**src/rsq_regs.vh**
```
// Register offsets, field positions, reset values and timing counts of the reset sequencer.
`ifndef RSQ_REGS_VH
`define RSQ_REGS_VH

`define RSQ_AW            8
`define RSQ_ADDR_CONFIG   8'h00
`define RSQ_ADDR_STATUS   8'h04
`define RSQ_ADDR_FLAGS    8'h08

`define RSQ_SEL_NONE      2'h0
`define RSQ_SEL_CONFIG    2'h1
`define RSQ_SEL_STATUS    2'h2
`define RSQ_SEL_FLAGS     2'h3

`define RSQ_RESP_OKAY     2'h0
`define RSQ_RESP_SLVERR   2'h2

`define RSQ_CFG_DBL       0
`define RSQ_CFG_SRC_LO    1
`define RSQ_CFG_SRC_HI    3
`define RSQ_CFG_LONG      4
`define RSQ_CFG_RST_DBL   1'h0
`define RSQ_CFG_RST_SRC   3'h0
`define RSQ_CFG_RST_LONG  1'h1

`define RSQ_FL_EXT        0
`define RSQ_FL_LVD        1
`define RSQ_FL_WDG        2

`define RSQ_ST_PH_LO      0
`define RSQ_ST_PH_HI      1
`define RSQ_ST_PIN        2
`define RSQ_ST_RANGE      3
`define RSQ_ST_CPURST     4

`define RSQ_SRC_EXT       3'h0
`define RSQ_SRC_RES0      3'h1
`define RSQ_SRC_RC        3'h5
`define RSQ_NUM_RES       4
`define RSQ_NUM_SRC       6

`define RSQ_CLK_MHZ       40
`define RSQ_CLK_NS        25
`define RSQ_MIN_OUT_NS    20000
`define RSQ_MIN_OUT_CYC   ((`RSQ_MIN_OUT_NS + `RSQ_CLK_NS - 1) / `RSQ_CLK_NS)
`define RSQ_DELAY_SHORT   256
`define RSQ_DELAY_LONG    4096
`define RSQ_FETCH_CYC     2
`define RSQ_SETTLE_CYC    3
`define RSQ_VEC_LO        16'hFFFE
`define RSQ_VEC_HI        16'hFFFF
`define RSQ_DBL_FMIN_MHZ  2
`define RSQ_DBL_FMAX_MHZ  4
`define RSQ_DBL_PMAX      (`RSQ_CLK_MHZ / `RSQ_DBL_FMIN_MHZ)
`define RSQ_DBL_PMIN      (`RSQ_CLK_MHZ / `RSQ_DBL_FMAX_MHZ)

`endif

```
**src/rsq_clock_gen.v**
```verilog
// Oscillator source selection and the times-two doubler or divide-by-two core clock enable.
`timescale 1ns/1ps
`include "rsq_regs.vh"
module rsq_clock_gen (
	// Clock and reset
	input  wire       clk,
	input  wire       rst,
	// Oscillator ticks, one per source
	input  wire [5:0] oscTick,
	// Configuration
	input  wire [2:0] clockSource,
	input  wire       doublerEnable,
	// Outputs
	output wire       coreTick,
	output wire       doublerInRange,
	output wire [3:0] resonatorEnable
);
	// The bounds are worked out at full width, then cut to the width of the period counter.
	localparam [31:0] PMIN_W = `RSQ_DBL_PMIN;
	localparam [31:0] PMAX_W = `RSQ_DBL_PMAX;
	localparam [5:0]  PMIN   = PMIN_W[5:0];
	localparam [5:0]  PMAX   = PMAX_W[5:0];

	reg  [5:0] periodCnt;
	reg  [5:0] lastPeriod;
	reg        divPhase;
	wire       selTick;
	wire [5:0] halfPeriod;
	wire       midTick;

	assign selTick = (clockSource <= `RSQ_SRC_RC) ? oscTick[clockSource] : 1'b0;

	// Resonators follow only the source choice, never the reset phase.
	genvar i;
	generate
		for (i = 0; i < `RSQ_NUM_RES; i = i + 1) begin : gResonator
			assign resonatorEnable[i] = (clockSource == (`RSQ_SRC_RES0 + i));
		end
	endgenerate

	always @(posedge clk) begin
		if (rst) begin
			periodCnt  <= 6'h00;
			lastPeriod <= 6'h00;
			divPhase   <= 1'b0;
		end else if (selTick) begin
			periodCnt  <= 6'h00;
			lastPeriod <= periodCnt + 6'h01;
			divPhase   <= ~divPhase;
		end else if (periodCnt != 6'h3F) begin
			periodCnt <= periodCnt + 6'h01;
		end
	end

	// The measured period places a second tick halfway between oscillator ticks.
	assign halfPeriod = {1'b0, lastPeriod[5:1]};
	assign midTick = doublerEnable && !selTick && (halfPeriod != 6'h00) && (periodCnt + 6'h01 == halfPeriod);
	assign coreTick = doublerEnable ? (selTick | midTick) : (selTick & divPhase);
	assign doublerInRange = (lastPeriod >= PMIN) && (lastPeriod <= PMAX);
endmodule

```
**src/rsq_reset_seq.v**
```verilog
// Reset sequence manager with its AXI4-Lite configuration and status registers.
//
// The register addresses and the AXI4-Lite register port were left to the implementer.
`timescale 1ns/1ps
`include "rsq_regs.vh"
// Functional notes
// - Doubler enabled with 2 to 4 MHz input yields twice the input frequency.
// - Doubler disabled: core clock is the oscillator clock divided by two.
// - Configuration chooses external clock, one of four resonators, or internal RC.
// - Resonator oscillators keep running through the whole reset phase.
// - Reset pin, low voltage and watchdog underflow all start reset and drive the pin.
// - Reset pin is held low for the entire stabilisation delay.
// - Stabilisation delay lasts 256 or 4096 CPU cycles, chosen by configuration.
// - Reset vector is fetched from addresses FFFE and FFFF.
// - Vector fetch phase lasts exactly two CPU cycles.
// - A low reset pin is caught without needing a running clock.
// - A recognised external pulse is stretched to the minimum output width.
// - Watchdog underflow drives the pin low for at least the minimum width.
// - Pin is driven low while the low-voltage detector reports a low supply.
// - Reset pin is open-drain: device only ever drives it low.
// - Sequence runs active phase, then stabilisation delay, then vector fetch.
module rsq_reset_seq (
	// Clock and reset
	input  wire                clk,
	input  wire                rst,
	// AXI4-Lite write address and data
	input  wire                s_axi_awvalid,
	output wire                s_axi_awready,
	input  wire [`RSQ_AW-1:0]  s_axi_awaddr,
	input  wire                s_axi_wvalid,
	output wire                s_axi_wready,
	input  wire [31:0]         s_axi_wdata,
	input  wire [3:0]          s_axi_wstrb,
	// AXI4-Lite write response
	output reg                 s_axi_bvalid,
	input  wire                s_axi_bready,
	output reg  [1:0]          s_axi_bresp,
	// AXI4-Lite read
	input  wire                s_axi_arvalid,
	output wire                s_axi_arready,
	input  wire [`RSQ_AW-1:0]  s_axi_araddr,
	output reg                 s_axi_rvalid,
	input  wire                s_axi_rready,
	output reg  [31:0]         s_axi_rdata,
	output reg  [1:0]          s_axi_rresp,
	// Open-drain reset pin
	input  wire                resetPinIn,
	output wire                resetPinOut,
	output wire                resetPinDriveN,
	// Internal reset sources
	input  wire                lowVoltage,
	input  wire                watchdogUnderflow,
	// Oscillators
	input  wire [5:0]          oscTick,
	output wire [3:0]          resonatorEnable,
	output wire                coreTick,
	// CPU side
	output reg                 cpuReset,
	output reg                 vectorFetch,
	output reg  [15:0]         vectorAddr
);
	localparam [1:0]  PH_RUN     = 2'h0;
	localparam [1:0]  PH_ACTIVE  = 2'h1;
	localparam [1:0]  PH_DELAY   = 2'h2;
	localparam [1:0]  PH_FETCH   = 2'h3;
	// Counts are worked out at full width first, then cut to the width of the counters that use them.
	localparam [31:0] WIDTH_LAST_W = `RSQ_MIN_OUT_CYC - 1;
	localparam [31:0] SHORT_LAST_W = `RSQ_DELAY_SHORT - 1;
	localparam [31:0] LONG_LAST_W  = `RSQ_DELAY_LONG - 1;
	localparam [31:0] FETCH_LAST_W = `RSQ_FETCH_CYC - 1;
	localparam [31:0] SETTLE_END_W = `RSQ_SETTLE_CYC;
	localparam [12:0] WIDTH_LAST   = WIDTH_LAST_W[12:0];
	localparam [12:0] SHORT_LAST   = SHORT_LAST_W[12:0];
	localparam [12:0] LONG_LAST    = LONG_LAST_W[12:0];
	localparam [12:0] FETCH_LAST   = FETCH_LAST_W[12:0];
	localparam [1:0]  SETTLE_END   = SETTLE_END_W[1:0];

	// Sequencer state.
	reg  [1:0]  phase;
	reg  [12:0] widthCnt;
	reg  [12:0] delayCnt;
	reg  [1:0]  settleCnt;
	reg  [1:0]  next_phase;
	reg  [12:0] next_widthCnt;
	reg  [12:0] next_delayCnt;
	reg  [1:0]  next_settleCnt;
	reg         pinDrive;

	// Configuration and sticky cause flags.
	reg         cfgDoubler;
	reg  [2:0]  cfgSource;
	reg         cfgLongDelay;
	reg         flagExt;
	reg         flagLvd;
	reg         flagWdg;
	reg  [31:0] cfgWord;
	reg  [31:0] statusWord;
	reg  [31:0] flagWord;

	// Bus write holding state.
	reg                awHeld;
	reg                wHeld;
	reg  [`RSQ_AW-1:0] awAddr;
	reg  [31:0]        wData;
	reg  [3:0]         wStrb;

	wire        pinReq;
	wire        inRange;
	wire        extReq;
	wire        restart;
	wire [12:0] delayLast;
	wire        doWrite;
	wire [1:0]  wrSel;
	wire [1:0]  rdSel;
	wire        clrExt;
	wire        clrLvd;
	wire        clrWdg;
	wire        flagWrite;

	function [1:0] decodeAddr;
		input [`RSQ_AW-1:0] addr;
		begin
			case (addr)
				`RSQ_ADDR_CONFIG: decodeAddr = `RSQ_SEL_CONFIG;
				`RSQ_ADDR_STATUS: decodeAddr = `RSQ_SEL_STATUS;
				`RSQ_ADDR_FLAGS:  decodeAddr = `RSQ_SEL_FLAGS;
				default:          decodeAddr = `RSQ_SEL_NONE;
			endcase
		end
	endfunction

	rsq_sync uSync (
		.clk    (clk),
		.rst    (rst),
		.pinIn  (resetPinIn),
		.pinReq (pinReq)
	);

	rsq_clock_gen uClock (
		.clk             (clk),
		.rst             (rst),
		.oscTick         (oscTick),
		.clockSource     (cfgSource),
		.doublerEnable   (cfgDoubler),
		.coreTick        (coreTick),
		.doublerInRange  (inRange),
		.resonatorEnable (resonatorEnable)
	);

	// While the device drives the pin, its own low level must not count as a new external reset, and
	// after release the synchroniser still carries that level for a few cycles, hence the settle wait.
	assign extReq = pinReq && (phase == PH_RUN) && (settleCnt == SETTLE_END);
	assign restart = extReq | watchdogUnderflow | lowVoltage;
	assign delayLast = cfgLongDelay ? LONG_LAST : SHORT_LAST;

	always @* begin
		next_phase     = phase;
		next_widthCnt  = widthCnt;
		next_delayCnt  = delayCnt;
		next_settleCnt = settleCnt;
		if (restart) begin
			// Any source restarts the active phase, so the minimum width counts from the last event.
			next_phase    = PH_ACTIVE;
			next_widthCnt = 13'h0000;
			next_delayCnt = 13'h0000;
		end else begin
			case (phase)
				PH_ACTIVE: begin
					if (widthCnt == WIDTH_LAST) begin
						next_phase    = PH_DELAY;
						next_delayCnt = 13'h0000;
					end else begin
						next_widthCnt = widthCnt + 13'h0001;
					end
				end
				PH_DELAY: begin
					if (coreTick) begin
						if (delayCnt == delayLast) begin
							next_phase    = PH_FETCH;
							next_delayCnt = 13'h0000;
						end else begin
							next_delayCnt = delayCnt + 13'h0001;
						end
					end
				end
				PH_FETCH: begin
					if (coreTick) begin
						if (delayCnt == FETCH_LAST) begin
							next_phase     = PH_RUN;
							next_settleCnt = 2'h0;
						end else begin
							next_delayCnt = delayCnt + 13'h0001;
						end
					end
				end
				PH_RUN: begin
					if (settleCnt != SETTLE_END)
						next_settleCnt = settleCnt + 2'h1;
				end
				default: begin
					next_phase = PH_ACTIVE;
				end
			endcase
		end
	end

	always @(posedge clk) begin
		if (rst) begin
			phase       <= PH_ACTIVE;
			widthCnt    <= 13'h0000;
			delayCnt    <= 13'h0000;
			settleCnt   <= 2'h0;
			pinDrive    <= 1'b1;
			cpuReset    <= 1'b1;
			vectorFetch <= 1'b0;
			vectorAddr  <= 16'h0000;
		end else begin
			phase       <= next_phase;
			widthCnt    <= next_widthCnt;
			delayCnt    <= next_delayCnt;
			settleCnt   <= next_settleCnt;
			pinDrive    <= (next_phase == PH_ACTIVE) || (next_phase == PH_DELAY);
			cpuReset    <= (next_phase != PH_RUN);
			vectorFetch <= (next_phase == PH_FETCH);
			if (next_phase == PH_FETCH)
				vectorAddr <= (next_delayCnt == 13'h0000) ? `RSQ_VEC_LO : `RSQ_VEC_HI;
			else
				vectorAddr <= 16'h0000;
		end
	end

	// The pin is only ever pulled low; the weak pull-up outside supplies the high level.
	assign resetPinOut = 1'b0;
	assign resetPinDriveN = ~pinDrive;

	// Write channel: address and data are taken independently and held until both are present.
	assign s_axi_awready = !awHeld && !s_axi_bvalid;
	assign s_axi_wready = !wHeld && !s_axi_bvalid;
	assign doWrite = awHeld && wHeld && !s_axi_bvalid;
	assign wrSel = decodeAddr(awAddr);

	always @(posedge clk) begin
		if (rst) begin
			awHeld       <= 1'b0;
			wHeld        <= 1'b0;
			awAddr       <= {`RSQ_AW{1'b0}};
			wData        <= 32'h00000000;
			wStrb        <= 4'h0;
			s_axi_bvalid <= 1'b0;
			s_axi_bresp  <= `RSQ_RESP_OKAY;
		end else begin
			if (s_axi_awvalid && s_axi_awready) begin
				awHeld <= 1'b1;
				awAddr <= s_axi_awaddr;
			end
			if (s_axi_wvalid && s_axi_wready) begin
				wHeld <= 1'b1;
				wData <= s_axi_wdata;
				wStrb <= s_axi_wstrb;
			end
			if (doWrite) begin
				awHeld       <= 1'b0;
				wHeld        <= 1'b0;
				s_axi_bvalid <= 1'b1;
				s_axi_bresp  <= (wrSel == `RSQ_SEL_NONE) ? `RSQ_RESP_SLVERR : `RSQ_RESP_OKAY;
			end else if (s_axi_bvalid && s_axi_bready) begin
				s_axi_bvalid <= 1'b0;
			end
		end
	end

	// Configuration lives in byte lane 0; a changed delay choice applies at once, also to a delay count in progress.
	always @(posedge clk) begin
		if (rst) begin
			cfgDoubler   <= `RSQ_CFG_RST_DBL;
			cfgSource    <= `RSQ_CFG_RST_SRC;
			cfgLongDelay <= `RSQ_CFG_RST_LONG;
		end else if (doWrite && (wrSel == `RSQ_SEL_CONFIG) && wStrb[0]) begin
			cfgDoubler   <= wData[`RSQ_CFG_DBL];
			cfgSource    <= wData[`RSQ_CFG_SRC_HI:`RSQ_CFG_SRC_LO];
			cfgLongDelay <= wData[`RSQ_CFG_LONG];
		end
	end

	// Cause flags clear on a written one; a cause in the same cycle keeps its flag set.
	assign flagWrite = doWrite && (wrSel == `RSQ_SEL_FLAGS) && wStrb[0];
	assign clrExt = flagWrite && wData[`RSQ_FL_EXT];
	assign clrLvd = flagWrite && wData[`RSQ_FL_LVD];
	assign clrWdg = flagWrite && wData[`RSQ_FL_WDG];

	always @(posedge clk) begin
		if (rst) begin
			flagExt <= 1'b0;
			flagLvd <= 1'b0;
			flagWdg <= 1'b0;
		end else begin
			flagExt <= (flagExt & ~clrExt) | extReq;
			flagLvd <= (flagLvd & ~clrLvd) | lowVoltage;
			flagWdg <= (flagWdg & ~clrWdg) | watchdogUnderflow;
		end
	end

	// Read words are built bit by bit so that every field sits where the header places it.
	always @* begin
		cfgWord = 32'h00000000;
		cfgWord[`RSQ_CFG_DBL] = cfgDoubler;
		cfgWord[`RSQ_CFG_SRC_HI:`RSQ_CFG_SRC_LO] = cfgSource;
		cfgWord[`RSQ_CFG_LONG] = cfgLongDelay;
		statusWord = 32'h00000000;
		statusWord[`RSQ_ST_PH_HI:`RSQ_ST_PH_LO] = phase;
		statusWord[`RSQ_ST_PIN] = resetPinIn;
		statusWord[`RSQ_ST_RANGE] = inRange;
		statusWord[`RSQ_ST_CPURST] = cpuReset;
		flagWord = 32'h00000000;
		flagWord[`RSQ_FL_EXT] = flagExt;
		flagWord[`RSQ_FL_LVD] = flagLvd;
		flagWord[`RSQ_FL_WDG] = flagWdg;
	end

	// Read channel: one read at a time, answered one cycle after the address is taken.
	assign s_axi_arready = !s_axi_rvalid;
	assign rdSel = decodeAddr(s_axi_araddr);

	always @(posedge clk) begin
		if (rst) begin
			s_axi_rvalid <= 1'b0;
			s_axi_rdata  <= 32'h00000000;
			s_axi_rresp  <= `RSQ_RESP_OKAY;
		end else if (s_axi_arvalid && s_axi_arready) begin
			s_axi_rvalid <= 1'b1;
			s_axi_rresp  <= `RSQ_RESP_OKAY;
			case (rdSel)
				`RSQ_SEL_CONFIG: s_axi_rdata <= cfgWord;
				`RSQ_SEL_STATUS: s_axi_rdata <= statusWord;
				`RSQ_SEL_FLAGS:  s_axi_rdata <= flagWord;
				default: begin
					s_axi_rdata <= 32'h00000000;
					s_axi_rresp <= `RSQ_RESP_SLVERR;
				end
			endcase
		end else if (s_axi_rvalid && s_axi_rready) begin
			s_axi_rvalid <= 1'b0;
		end
	end
endmodule

```
**src/rsq_sync.v**
```verilog
// Asynchronous catch of a low reset pin and its synchroniser into the core clock.
`timescale 1ns/1ps
module rsq_sync (
	// Clock and reset
	input  wire clk,
	input  wire rst,
	// Pin level and synchronised request
	input  wire pinIn,
	output wire pinReq
);
	reg catchFf;
	reg syncA;
	reg syncB;

	// A low pin sets the catch without a clock edge, so a halted clock cannot hide it.
	always @(posedge clk or negedge pinIn) begin
		if (!pinIn)
			catchFf <= 1'b1;
		else
			catchFf <= 1'b0;
	end

	always @(posedge clk) begin
		if (rst) begin
			syncA <= 1'b0;
			syncB <= 1'b0;
		end else begin
			syncA <= catchFf;
			syncB <= syncA;
		end
	end

	assign pinReq = syncB;
endmodule
```
**config.mk**
```make
export PLATFORM = sky130hd
export DESIGN_NAME = rsq_reset_seq
export DESIGN_NICKNAME = d
export VERILOG_FILES = /design/src/rsq_clock_gen.v /design/src/rsq_reset_seq.v /design/src/rsq_sync.v
export VERILOG_INCLUDE_DIRS = /design/src
export SDC_FILE = /design/constraint.sdc
export NUM_CORES = 1
export LEC_CHECK = 0
export BUFFER_PORTS_ARGS = -buffer_cell sky130_fd_sc_hd__buf_2
export CORE_MARGIN = 4
export CORE_UTILIZATION = 56
export DETAILED_ROUTE_END_ITERATION = 6
export GPL_ROUTABILITY_DRIVEN = 0
export PLACE_DENSITY = 0.85
export SYNTH_ARGS = -nofsm -noshare
export SYNTH_HDL_FRONTEND = slang
export SYNTH_SLANG_ARGS = --single-unit
```
**constraint.sdc**
```tcl
create_clock -name clk -period 7.7 [get_ports clk]
set_input_delay 1.155 -clock clk [delete_from_list [all_inputs] [get_ports clk]]
set_output_delay 1.155 -clock clk [all_outputs]
set_load 0.01 [all_outputs]
```
==> impl_metrics.env <==
export IMPL_antenna_found_initial=0
export IMPL_dp_final_hpwl_um=6900
export IMPL_clkPwrFrac=0.381
export IMPL_max_freq_mhz=252
export IMPL_ys_ff_latch=84
export IMPL_drtIter0Drc=223
export IMPL_place_ws_ns=3.73
export IMPL_synth_area_sq_mm=0.00438
export IMPL_yosysWarningCount=0
export IMPL_drtPass1Iterations=4
export IMPL_ir_drop_v=0.000174
export IMPL_postCtsHoldBufs=0
export IMPL_pwr_share_seq=0.540
export IMPL_async_flop_share=0.0119
export IMPL_post_cts_setup_buffers=0
export IMPL_tightest_slew_ns=0.894
export IMPL_fin_crit_sh=0.515
export IMPL_fin_setup_tns_ns=0
export IMPL_cts_buffers=9
export IMPL_skew_ns=0.0114
export IMPL_drive_gt1_frac=0.171
export IMPL_die_y_um=96.4
export IMPL_io_buffers=73
export IMPL_cts_resized=0
export IMPL_critPathCaptureType="primary output"
export IMPL_postSynthCellCount=529
export IMPL_power_density_mw_per_mm2=176
export IMPL_via_per_inst=5.41
export IMPL_crit_required_ns=6.55
export IMPL_die_w_um=96.4
export IMPL_vias=3695
export IMPL_setup_ws_ns=3.74
export IMPL_rsz0062_at_grt="false"
export IMPL_dieArea_sq_mm=0.00930
export IMPL_nNetsFinal=654
export IMPL_start_kind="primary input"
export IMPL_pwr_share_comb=0.078
export IMPL_core_area_sq_mm=0.00741
export IMPL_timing_rr_start="cfgSource[0]"
export IMPL_cp_max_fo=15
export IMPL_intPower_uw=632
export IMPL_seq_area_sq_mm=0.00169
export IMPL_start_util=0.591
export IMPL_sw_frac_of_total=0.247
export IMPL_maxCapViolations=0
export IMPL_outcome="completed"
export IMPL_grt_max_degree=53
export IMPL_syn_to_final_growth_pct=8.80
export IMPL_grt_pass1_vias=3435
export IMPL_cts_sink_count=84
export IMPL_finalHoldViolations=0
export IMPL_synth_area_per_cell_sq_um=8.28
export IMPL_relSlewSlack=0.404
export IMPL_io_pins=134
export IMPL_min_path_type="flop to flop"
export IMPL_synth_edf_count=0
export IMPL_rr_worst_depth=8
export IMPL_yosys_area_top_type_share=0.379
export IMPL_cp_startpoint="oscTick[3]"
export IMPL_antenna_left=0
export IMPL_htree_levels=3
export IMPL_crit_type="primary input to primary output"
export IMPL_multi_input_area_sq_mm=0.00232
export IMPL_power_leakage_uw=0.00200
export IMPL_routedWlPerCell_um=13.8
export IMPL_tritoncts="done"
export IMPL_totalWireLength_um=9420
export IMPL_period_needed_ns=3.96
export IMPL_grt_usage=0.210
export IMPL_grt_overflow_total=0
export IMPL_clock_path_buffers=2
export IMPL_diodes=0
export IMPL_num_rows=31
export IMPL_yosys_cell_types_count=62
export IMPL_grt_pass1_wl_um=15400
export IMPL_synth_ff_type="dfxtp_1"
export IMPL_synthTopCellsByArea="dfxtp_1 (38%), buf_4 (7.7%), nor2_1 (6.8%), mux2i_1 (4.6%), nand2_1 (4.5%)"
export IMPL_whs_path_depth=2
export IMPL_num_fill_cells=653
export IMPL_drv_slew=0
export IMPL_drc=0
export IMPL_synth_seq_area_share=0.385
export IMPL_arrival_ns=2.81
export IMPL_synth_top_area_cell="dfxtp_1"
export IMPL_clkTransAtPathRegs_ns=0.08
export IMPL_p_switching_uw=208
export IMPL_clk_latency_ns=0.35
export IMPL_setup_viol=0
export IMPL_cts_root_buffer="clkbuf_8"
export IMPL_min_delay_start="awAddr[5]"
## area by class of cell
class,instances,area share
Multi-Input combinational cell,396,0.487
Sequential cell,84,0.354
Timing Repair Buffer,73,0.0767
Clock buffer,10,0.0289
Tap cell,99,0.0260
Clock inverter,6,0.0150
Inverter,15,0.0118
## sequential cells by signal, summed over array words and instances, names as in the netlist, 2 cells and up
| name | cells |
|---|---|
| delayCnt | 13 |
| widthCnt | 13 |
| awAddr | 8 |
| uClock.lastPeriod | 6 |
| uClock.periodCnt | 6 |
| s_axi_rdata | 5 |
| wData | 5 |
| cfgSource | 3 |
| phase | 2 |
| settleCnt | 2 |
| vectorAddr | 2 |
## cell usage after synthesis, drive strengths merged, types with 3 or more instances
library cell / instances
dfxtp: 83
nor2: 79
nand2: 52
buf: 48
a21oi: 32
mux2i: 20
nand3: 18
clkbuf: 16
nor2b: 16
inv: 15
o21ai: 15
xor2: 15
nor3: 14
nor4: 8
xnor2: 8
a22oi: 7
ha: 7
nand2b: 7
or3: 5
and3: 4
nor3b: 4
or4: 4
a31oi: 3
nand4: 3
o211ai: 3
o311ai: 3
or2: 3
## kinds of logic (layout without fill, tap and decap cells)
kind of cell	Yosys count	in the layout	synth area share
adder cells (fa/ha/maj)	7	7	0.0200
multiplexers	23	23	0.0560
XOR/XNOR	23	23	0.0460
other	1	31	0.000856
AO/OA/AOI/OAI	86	86	0.133
AND/OR/NAND/NOR	226	226	0.249
flip-flops	84	84	0.385
buffers and inverters	79	104	0.110
## metrics by stage
step / utilization / cell area (sq um) / cells / power, uW / hold WS [ns]
finish: 0.643 / 4760 / 683 / 839 / 0.461
global route: 0.643 / 4760 / 683 / 878 / 0.475
CTS: 0.643 / 4760 / 683 / 846 / 0.463
detailed placement: 0.615 / 4560 / 667 / 528 / 0.449
global placement: 0.615 / 4560 / 667 / 525 / 0.416
floorplan: - / 4490 / 559 / 518 / 0.414
## per-layer routing
metal  track usage  part of all wire
met1         0.243              0.41
met2         0.379              0.51
met3        0.0395             0.060
met4        0.0841             0.016
met5             0                 0
## power groups by stage
stage / clock, uW / sequential, uW / combinational [uW]
after floorplan: 0 / 462 / 55.6
after global placement: 0 / 463 / 62.4
after detailed placement: 0 / 464 / 64.8
after CTS: 327 / 454 / 65.8
after global routing: 348 / 455 / 74.7
final: 320 / 454 / 65.7
## critical path, cell delays in order
cell and delay [ns]:
buf_2 0.10, mux4_2 0.49, a22oi_4 0.46, nor2_1 0.10
a21oi_1 0.27, inv_1 0.09, buf_2 0.15
## path summary, 6_finish.rpt
kind	endpoint	slack (ns)
worst max-delay path	coreTick	3.74
worst min-delay path	awAddr[5]	0.46
worst max register to register	vectorAddr[0]	4.29
worst min register to register	awAddr[5]	0.46
max in group asynchronous	uSync.catchFf	6.94
min in group asynchronous	uSync.catchFf	0.74
## cell usage in the layout (no fill, tap or decap), types with 4 or more instances in the layout
cell type  netlist  routed
nor2_1          79      79
a22oi_1          6       6
buf_2            1      73
or4_1            4       4
xor2_1          15      15
nor2b_1         16      16
inv_1           15      15
dfxtp_1         83      83
ha_1             7       7
o21ai_0         13      13
nand2_1         52      52
xnor2_1          8       8
conb_1           1      31
nor4_1           7       7
a21oi_1         32      32
nor3_1          14      14
mux2i_1         20      20
or3_1            5       5
nand2b_1         6       6
and3_1           4       4
nor3b_1          4       4
clkbuf_8         0      10
nand3_1         18      18
No activity file was read; power rests on OpenSTA's default activity.
